### config.mk
export PLATFORM = sky130hd
export DESIGN_NAME = blnvm_core
export DESIGN_NICKNAME = d
export VERILOG_FILES = /design/src/shared/blnvm_pkg.sv /design/src/core/blnvm_core.sv
export VERILOG_INCLUDE_DIRS = /design/src /design/src/shared
export SDC_FILE = /design/constraint.sdc
export NUM_CORES = 1
export LEC_CHECK = 0
export ABC_AREA = 1
export BUFFER_PORTS_ARGS = -buffer_cell sky130_fd_sc_hd__buf_2
export CAP_MARGIN = 20
export CORE_UTILIZATION = 30
export DETAILED_ROUTE_END_ITERATION = 7
export PLACE_DENSITY = 0.57
export SETUP_SLACK_MARGIN = 0.15
export SLEW_MARGIN = 20
export SYNTH_ARGS = -nofsm -noshare
export SYNTH_HDL_FRONTEND = slang
export SYNTH_SLANG_ARGS = --single-unit
### constraint.sdc
create_clock -name clock -period 1.9 [get_ports clock]
set_clock_uncertainty 0.2 [all_clocks]
set_input_delay 0 -clock clock [delete_from_list [all_inputs] [get_ports clock]]
set_output_delay 0 -clock clock [all_outputs]
set_load 0.005 [all_outputs]
### src/shared/blnvm_params.svh
// Constants for the backlight register file and nonvolatile transfer control
// Overview of operation
// - Each override bit forces one sink full duty
// - Eleven-bit temperature split over two read registers
// - Upper read latches reading; host reads upper first
// - Control bit 7 reads 0 busy, 1 idle
// - Reload bit copies nonvolatile image into shadows
// - Shadow writes take effect immediately, uncommitted volatile
// - Power-up loads nonvolatile image into shadows automatically
`ifndef BLNVM_PARAMS_SVH
`define BLNVM_PARAMS_SVH
`define BLNVM_ADDR_OVERRIDE 8'h04
`define BLNVM_ADDR_HEAT_UP 8'h05
`define BLNVM_ADDR_HEAT_LO 8'h06
`define BLNVM_ADDR_CTRL 8'h72
`define BLNVM_ADDR_SHADOW_BASE 8'hA0
`define BLNVM_ADDR_SHADOW_LAST 8'hA7
`define BLNVM_RST_OVERRIDE 6'h00
`define BLNVM_RST_HEAT 11'h000
`define BLNVM_RST_CTRL 3'h0
`define BLNVM_BIT_IDLE 7
`define BLNVM_BIT_ARM 2
`define BLNVM_BIT_BURN 1
`define BLNVM_BIT_RELOAD 0
`define BLNVM_HEAT_LO_POS 5
`endif

### src/shared/blnvm_pkg.sv
// Types shared by the backlight nonvolatile transfer block
package blnvm_pkg;
   typedef enum logic [2:0] {
      BLNVM_ST_BOOT = 3'b001,
      BLNVM_ST_IDLE = 3'b010,
      BLNVM_ST_BUSY = 3'b100
   } blnvm_state_type;

   // One-cycle command to the nonvolatile macro
   typedef struct packed {
      logic burn;
      logic load;
      logic [7:0][7:0] image;
   } blnvm_cmd_type;

   // Register port request from the serial engine
   typedef struct packed {
      logic wr;
      logic rd;
      logic [7:0] addr;
      logic [7:0] wdata;
   } blnvm_req_type;
endpackage : blnvm_pkg

### src/core/blnvm_core.sv
// Override, temperature readout and nonvolatile transfer control registers
`timescale 1ns/10ps
`include "blnvm_params.svh"
module blnvm_core #(
   parameter int LEDS = 6,
   parameter int HEAT_W = 11
) (
   input wire logic clock,
   input wire logic resetn,
   input wire blnvm_pkg::blnvm_req_type req,
   input wire logic [HEAT_W-1:0] heat_in,
   input wire logic nvm_done,
   input wire logic [7:0][7:0] nvm_image,
   output logic [7:0] rdata_q,
   output logic [LEDS-1:0] led_force_q,
   output logic [7:0][7:0] shadow_q,
   output blnvm_pkg::blnvm_cmd_type nvm_cmd_q
);
   blnvm_pkg::blnvm_state_type state_q;
   logic [HEAT_W-1:0] heat_latch_q;
   logic [2:0] ctrl_q;
   logic op_load_q;
   logic ctrl_wr;
   logic start;
   logic shadow_hit;

   function automatic logic hit(input logic [7:0] a, input logic [7:0] ref_a);
      hit = (a == ref_a);
   endfunction : hit

   assign ctrl_wr = req.wr && hit(req.addr, `BLNVM_ADDR_CTRL);
   // Only an armed, idle controller starts; writes while busy never restart
   assign start = ctrl_wr && (state_q == blnvm_pkg::BLNVM_ST_IDLE)
      && ctrl_q[`BLNVM_BIT_ARM]
      && (req.wdata[`BLNVM_BIT_BURN] || req.wdata[`BLNVM_BIT_RELOAD]);
   assign shadow_hit = (req.addr >= `BLNVM_ADDR_SHADOW_BASE)
      && (req.addr <= `BLNVM_ADDR_SHADOW_LAST);

   // Sink override
   always_ff @(posedge clock) begin
      if (!resetn) begin
         led_force_q <= LEDS'(`BLNVM_RST_OVERRIDE);
      end else if (req.wr && hit(req.addr, `BLNVM_ADDR_OVERRIDE)) begin
         led_force_q <= req.wdata[LEDS-1:0];
      end
   end

   override_hold_a: assert property (@(posedge clock) disable iff (!resetn)
      !(req.wr && hit(req.addr, `BLNVM_ADDR_OVERRIDE)) |=> $stable(led_force_q))
      else $error("override moved without write");

   // Upper read captures the whole reading so the lower half stays coherent
   always_ff @(posedge clock) begin
      if (!resetn) begin
         heat_latch_q <= HEAT_W'(`BLNVM_RST_HEAT);
      end else if (req.rd && hit(req.addr, `BLNVM_ADDR_HEAT_UP)) begin
         heat_latch_q <= heat_in;
      end
   end

   heat_latch_a: assert property (@(posedge clock) disable iff (!resetn)
      req.rd && hit(req.addr, `BLNVM_ADDR_HEAT_UP) |=> heat_latch_q == $past(heat_in))
      else $error("reading not latched");

   // Control bits as last written
   always_ff @(posedge clock) begin
      if (!resetn) begin
         ctrl_q <= `BLNVM_RST_CTRL;
      end else if (ctrl_wr) begin
         ctrl_q <= req.wdata[2:0];
      end
   end

   ctrl_store_a: assert property (@(posedge clock) disable iff (!resetn)
      ctrl_wr |=> ctrl_q == $past(req.wdata[2:0]))
      else $error("control bits not stored");

   // Transfer sequencer
   always_ff @(posedge clock) begin
      if (!resetn) begin
         state_q <= blnvm_pkg::BLNVM_ST_BOOT;
         op_load_q <= 1'b0;
         nvm_cmd_q <= '0;
      end else begin
         nvm_cmd_q.burn <= 1'b0;
         nvm_cmd_q.load <= 1'b0;
         unique case (state_q)
            blnvm_pkg::BLNVM_ST_BOOT: begin
               nvm_cmd_q.load <= 1'b1;
               op_load_q <= 1'b1;
               state_q <= blnvm_pkg::BLNVM_ST_BUSY;
            end
            blnvm_pkg::BLNVM_ST_IDLE: begin
               if (start) begin
                  // Burn takes priority if both trigger bits are written
                  nvm_cmd_q.burn <= req.wdata[`BLNVM_BIT_BURN];
                  nvm_cmd_q.load <= !req.wdata[`BLNVM_BIT_BURN];
                  nvm_cmd_q.image <= shadow_q;
                  op_load_q <= !req.wdata[`BLNVM_BIT_BURN];
                  state_q <= blnvm_pkg::BLNVM_ST_BUSY;
               end
            end
            blnvm_pkg::BLNVM_ST_BUSY: begin
               if (nvm_done) begin
                  state_q <= blnvm_pkg::BLNVM_ST_IDLE;
               end
            end
         endcase
      end
   end

   // Done is trusted only while busy; a stray pulse when idle is ignored
   unarmed_start_a: assert property (@(posedge clock) disable iff (!resetn)
      ctrl_wr && !ctrl_q[`BLNVM_BIT_ARM] |=> !nvm_cmd_q.burn && !nvm_cmd_q.load)
      else $error("transfer started unarmed");
   burn_start_a: assert property (@(posedge clock) disable iff (!resetn)
      start && req.wdata[`BLNVM_BIT_BURN] |=> nvm_cmd_q.burn && !nvm_cmd_q.load
      && nvm_cmd_q.image == $past(shadow_q) && state_q == blnvm_pkg::BLNVM_ST_BUSY)
      else $error("program not started");
   cmd_pulse_a: assert property (@(posedge clock) disable iff (!resetn)
      nvm_cmd_q.burn || nvm_cmd_q.load |=> !nvm_cmd_q.burn && !nvm_cmd_q.load)
      else $error("command longer than one cycle");
   idle_quiet_a: assert property (@(posedge clock) disable iff (!resetn)
      state_q == blnvm_pkg::BLNVM_ST_IDLE && !start |=> !nvm_cmd_q.burn && !nvm_cmd_q.load
      && state_q == blnvm_pkg::BLNVM_ST_IDLE)
      else $error("transfer without trigger");
   image_hold_a: assert property (@(posedge clock) disable iff (!resetn)
      !start |=> $stable(nvm_cmd_q.image))
      else $error("snapshot moved mid transfer");
   boot_busy_a: assert property (@(posedge clock) disable iff (!resetn)
      state_q == blnvm_pkg::BLNVM_ST_BOOT
      |=> state_q == blnvm_pkg::BLNVM_ST_BUSY && op_load_q)
      else $error("power-up load not pending");

   // Shadow configuration; outputs follow writes at once, a finished load wins
   always_ff @(posedge clock) begin
      if (!resetn) begin
         shadow_q <= '0;
      end else if (state_q == blnvm_pkg::BLNVM_ST_BUSY && nvm_done && op_load_q) begin
         shadow_q <= nvm_image;
      end else if (req.wr && shadow_hit) begin
         shadow_q[req.addr[2:0]] <= req.wdata;
      end
   end

   // A host write that meets a finished load is lost, so it is not checked
   shadow_write_a: assert property (@(posedge clock) disable iff (!resetn)
      req.wr && shadow_hit && !(state_q == blnvm_pkg::BLNVM_ST_BUSY && nvm_done && op_load_q)
      |=> shadow_q[$past(req.addr[2:0])] == $past(req.wdata))
      else $error("shadow write not effective");
   shadow_hold_a: assert property (@(posedge clock) disable iff (!resetn)
      !(req.wr && shadow_hit) && !(state_q == blnvm_pkg::BLNVM_ST_BUSY && nvm_done)
      |=> $stable(shadow_q))
      else $error("shadow moved without write or load");

   // Read data, registered one cycle after the read strobe
   always_ff @(posedge clock) begin
      if (!resetn) begin
         rdata_q <= 8'h00;
      end else if (req.rd) begin
         if (hit(req.addr, `BLNVM_ADDR_OVERRIDE)) begin
            rdata_q <= 8'(led_force_q);
         end else if (hit(req.addr, `BLNVM_ADDR_HEAT_UP)) begin
            rdata_q <= heat_in[HEAT_W-1:3];
         end else if (hit(req.addr, `BLNVM_ADDR_HEAT_LO)) begin
            rdata_q <= {heat_latch_q[2:0], 5'b0_0000};
         end else if (hit(req.addr, `BLNVM_ADDR_CTRL)) begin
            rdata_q <= {state_q == blnvm_pkg::BLNVM_ST_IDLE, 4'h0, ctrl_q};
         end else if (shadow_hit) begin
            rdata_q <= shadow_q[req.addr[2:0]];
         end else begin
            rdata_q <= 8'h00;
         end
      end
   end

   rdata_hold_a: assert property (@(posedge clock) disable iff (!resetn)
      !req.rd |=> $stable(rdata_q))
      else $error("read data moved without read");
   heat_lower_a: assert property (@(posedge clock) disable iff (!resetn)
      req.rd && hit(req.addr, `BLNVM_ADDR_HEAT_LO) |=> rdata_q[4:0] == 5'h00)
      else $error("lower temperature padding set");
   ctrl_read_a: assert property (@(posedge clock) disable iff (!resetn)
      req.rd && hit(req.addr, `BLNVM_ADDR_CTRL) && state_q == blnvm_pkg::BLNVM_ST_IDLE
      |=> rdata_q[7] && rdata_q[6:3] == 4'h0)
      else $error("idle not shown");
   override_read_a: assert property (@(posedge clock) disable iff (!resetn)
      req.rd && hit(req.addr, `BLNVM_ADDR_OVERRIDE) |=> rdata_q == 8'($past(led_force_q)))
      else $error("override read wrong");
   reset_clear_a: assert property (@(posedge clock)
      !resetn |=> rdata_q == 8'h00 && led_force_q == '0 && shadow_q == '0 && nvm_cmd_q == '0)
      else $error("outputs not cleared in reset");

   override_write_a: assert property (@(posedge clock) disable iff (!resetn)
      req.wr && hit(req.addr, `BLNVM_ADDR_OVERRIDE) |=> led_force_q == $past(req.wdata[5:0]))
      else $error("override not stored");
   heat_upper_a: assert property (@(posedge clock) disable iff (!resetn)
      req.rd && hit(req.addr, `BLNVM_ADDR_HEAT_UP) |=> rdata_q == $past(heat_in[10:3]))
      else $error("upper temperature wrong");
   heat_coherent_a: assert property (@(posedge clock) disable iff (!resetn)
      req.rd && hit(req.addr, `BLNVM_ADDR_HEAT_UP) ##1
      (req.rd && hit(req.addr, `BLNVM_ADDR_HEAT_LO))
      |=> rdata_q == {$past(heat_in[2:0], 2), 5'b0_0000})
      else $error("lower temperature incoherent");
   latch_stable_a: assert property (@(posedge clock) disable iff (!resetn)
      !(req.rd && hit(req.addr, `BLNVM_ADDR_HEAT_UP)) |=> $stable(heat_latch_q))
      else $error("latch moved without upper read");
   busy_flag_a: assert property (@(posedge clock) disable iff (!resetn)
      req.rd && hit(req.addr, `BLNVM_ADDR_CTRL) && state_q != blnvm_pkg::BLNVM_ST_IDLE
      |=> !rdata_q[7])
      else $error("ready shown while busy");
   armed_start_a: assert property (@(posedge clock) disable iff (!resetn)
      start && !req.wdata[1] |=> nvm_cmd_q.load && state_q == blnvm_pkg::BLNVM_ST_BUSY)
      else $error("reload not started");
   no_restart_a: assert property (@(posedge clock) disable iff (!resetn)
      state_q == blnvm_pkg::BLNVM_ST_BUSY && !nvm_done |=> !nvm_cmd_q.burn && !nvm_cmd_q.load
      && state_q == blnvm_pkg::BLNVM_ST_BUSY)
      else $error("transfer restarted or dropped");
   boot_load_a: assert property (@(posedge clock)
      $rose(resetn) |=> nvm_cmd_q.load ##1 state_q == blnvm_pkg::BLNVM_ST_BUSY)
      else $error("no power-up load");
   load_copy_a: assert property (@(posedge clock) disable iff (!resetn)
      state_q == blnvm_pkg::BLNVM_ST_BUSY && nvm_done && op_load_q
      |=> shadow_q == $past(nvm_image) && state_q == blnvm_pkg::BLNVM_ST_IDLE)
      else $error("image not copied");
endmodule : blnvm_core

==> results_dict.tcl <==
set metrics [dict create \
    worst_slack_ns 0.134 \
    path_cells "inv_1, nor3_2, nand3_2, buf_12, inv_6, clkbuf_16, nand2_1, a31oi_1" \
    cp.arrival_ns 1.92 \
    grt_usage_pct 23.5 \
    setup_tns_ns 0 \
    place_inst 1530 \
    cp_max_fo 14 \
    cpPeakStageDelay_ns 0.34 \
    total_power_mw 7.59 \
    power_density_nw_per_um2 708 \
    grt-ovfl-total 0 \
    ios 240 \
    htree_levels 4 \
    synth_seq_area_share_pct 43.7 \
    rsz0062_at_grt "yes" \
    outcome "completed" \
    fmax_mhz 566 \
    clockBufferDepth 2 \
    antenna_left 0 \
    final_cell_mix "buf_2, nand2_1, dfxtp_1" \
    pwr-share-comb_pct 10.9 \
    crit_family "buffers and inverters" \
    drt-total-wl_mm 31.0 \
    start_kind "flip-flop" \
    switching_share_pct 25.3 \
    p_int_mw 5.68 \
    die_area_um2 24100 \
    dp.final_hpwl_mm 20.0 \
    place_area_um2 8740 \
    fin_nets 1447 \
    die_x_um 155 \
    grt_pass1_wl_mm 43.3 \
    dr.pass1.iters 5 \
    hold_ws_ns 0.000958 \
    path_class "flip-flop to flip-flop" \
    io_buffers 239 \
    fin_crit_sh_pct 92.9 \
    ys_types 28 \
    start_util_pct 30.9 \
    clock_sinks 154 \
    synthCells 1002 \
    grt_max_degree 57 \
    use_met3_pct 4.21 \
    cts_tree "done" \
    drive_above_1_share_pct 27.6 \
    ys_warn_count 0 \
    areaGrowthSynthToFinish_pct 52.0 \
    vias 8389 \
    end_kind "flip-flop" \
    slowest_stage "dfxtp_1" \
    period_minus_slack_ns 1.77 \
    fin_cells 1677 \
    p_switching_mw 1.92 \
    root_buffer "clkbuf_16" \
    pwr-share-seq_pct 43.6 \
    antenna_found_initial 2 \
    avgRoutedWirePerCell_um 18.5 \
    syn-num-nets 1098 \
    maxSlewViolCount 0 \
    drv_cap 0 \
    final_util_pct 47.0 \
    grtUsageMet1_pct 32.0 \
    crit_required_ns 2.05 \
    final-hold-violation-count 0 \
    tightest_slew_ns 0.635 \
    crit_buf_inv 4 \
    core-area_um2 22800 \
    final_common_cell "buf_2" \
    die_h_um 155 \
    avgSynthCellArea_um2 7.05 \
    post-route-cell-area_um2 10700 \
    routabilityCongestion 0.856 \
    hold_path_class "primary input to flip-flop" \
    drcViolationCount 0 \
    leakage_nw 5.05 \
    grt_util_met2_pct 37.1 \
    fp-row-count 55 \
    insertion_delay_ns 0.43 \
    finalSetupViolations 0 \
    slew_headroom_pct 57.7 \
    synth_area_um2 7060 \
    power.share.clock_pct 45.4 \
    synth-seq-cells 154 \
    cts_made_buffers 17 \
    path_clk_slew_ns 0.06 \
    drt_iter0_drc 617 \
    busiest_layer "met2" \
    ir_worst_vdd_mv 0.409 \
    pre_cts_ws_ns 0.0734 \
    vias_per_cell 5.00 \
    grt_pass1_vias 7574 \
]
## path summary, 6_finish.rpt
path	from	end	slack, ns	cells past startpoint
min reg2reg	ctrl_q[1]	ctrl_q[1]	0.25	2
max	state_q[2]	shadow_q[59]	0.13	8
max reg2reg	state_q[2]	shadow_q[59]	0.13	8
min	req[11]	rdata_q[5]	0.001	8
## cell type report
cell class | count | area, um2
antenna | 1 | 2.50
clock buffer | 24 | 482
clock inverter | 7 | 91.3
fill | 2385 | 12100
inverter | 59 | 231
multi-input combinational | 719 | 3440
sequential | 154 | 3080
tap | 313 | 392
timing repair buffer | 400 | 3010
## synth_stat cells (all sizes together)
| master | n | area (um2) |
|---|---|---|
| a21oi | 52 | 260 |
| buf | 41 | 260 |
| nand2 | 198 | 763 |
| nand3 | 87 | 463 |
| dfxtp | 154 | 3080 |
| clkbuf | 29 | 109 |
| o2111ai | 3 | 26.3 |
| a31oi | 64 | 400 |
| o21ai | 140 | 701 |
| nor3 | 7 | 55.1 |
| o211ai | 1 | 7.51 |
| nor2 | 165 | 692 |
| inv | 59 | 224 |
| a211oi | 2 | 15.0 |
## registers in the layout (all words and copies together) (netlist names)
register	flops
ctrl_q	3
heat_latch_q	3
led_force_q	6
nvm_cmd_q	66
op_load_q	1
rdata_q	8
shadow_q	64
state_q	3
## power by group through the flow
stage                     logic (mW)  registers, mW  clock network [mW]
after detailed placement       0.645           3.38                   0
final                          0.831           3.31                3.45
after global placement         0.642           3.38                   0
after floorplan                0.330           3.37                   0
after CTS                      0.797           3.31                3.47
after global routing           0.901           3.32                3.62
## logic make-up (layout without fill, tap and decap cells)
logic type,Yosys count,in the layout,synth area share (%)
and+or+nand+nor,457,457,28.0
other,0,1,0
DFF,154,154,43.7
buffers and inverters,129,490,8.40
AOI/OAI and AO/OA,262,262,20.0
## worst min-delay path: cells and delay by family
family          cells  cell delay, ns
simple gates        4            0.26
buf+inv             2            0.18
compound gates      2            0.13
## what timing repair did
action                     CTS  global route
hold buffers                94             0
buffers inserted             0             8
pin swaps                    2             8
gates resized for setup      2            38
hold endpoints to repair   151             0
setup endpoints to repair   67           132
gates cloned                 0            13
## per-layer routing
layer  vias up  wire [um]
met5         -         13
met2       368      14300
met3        60       2340
met1      3904      13700
met4         2        705
li1       4055          -
(Power assumes the default switching activity.)
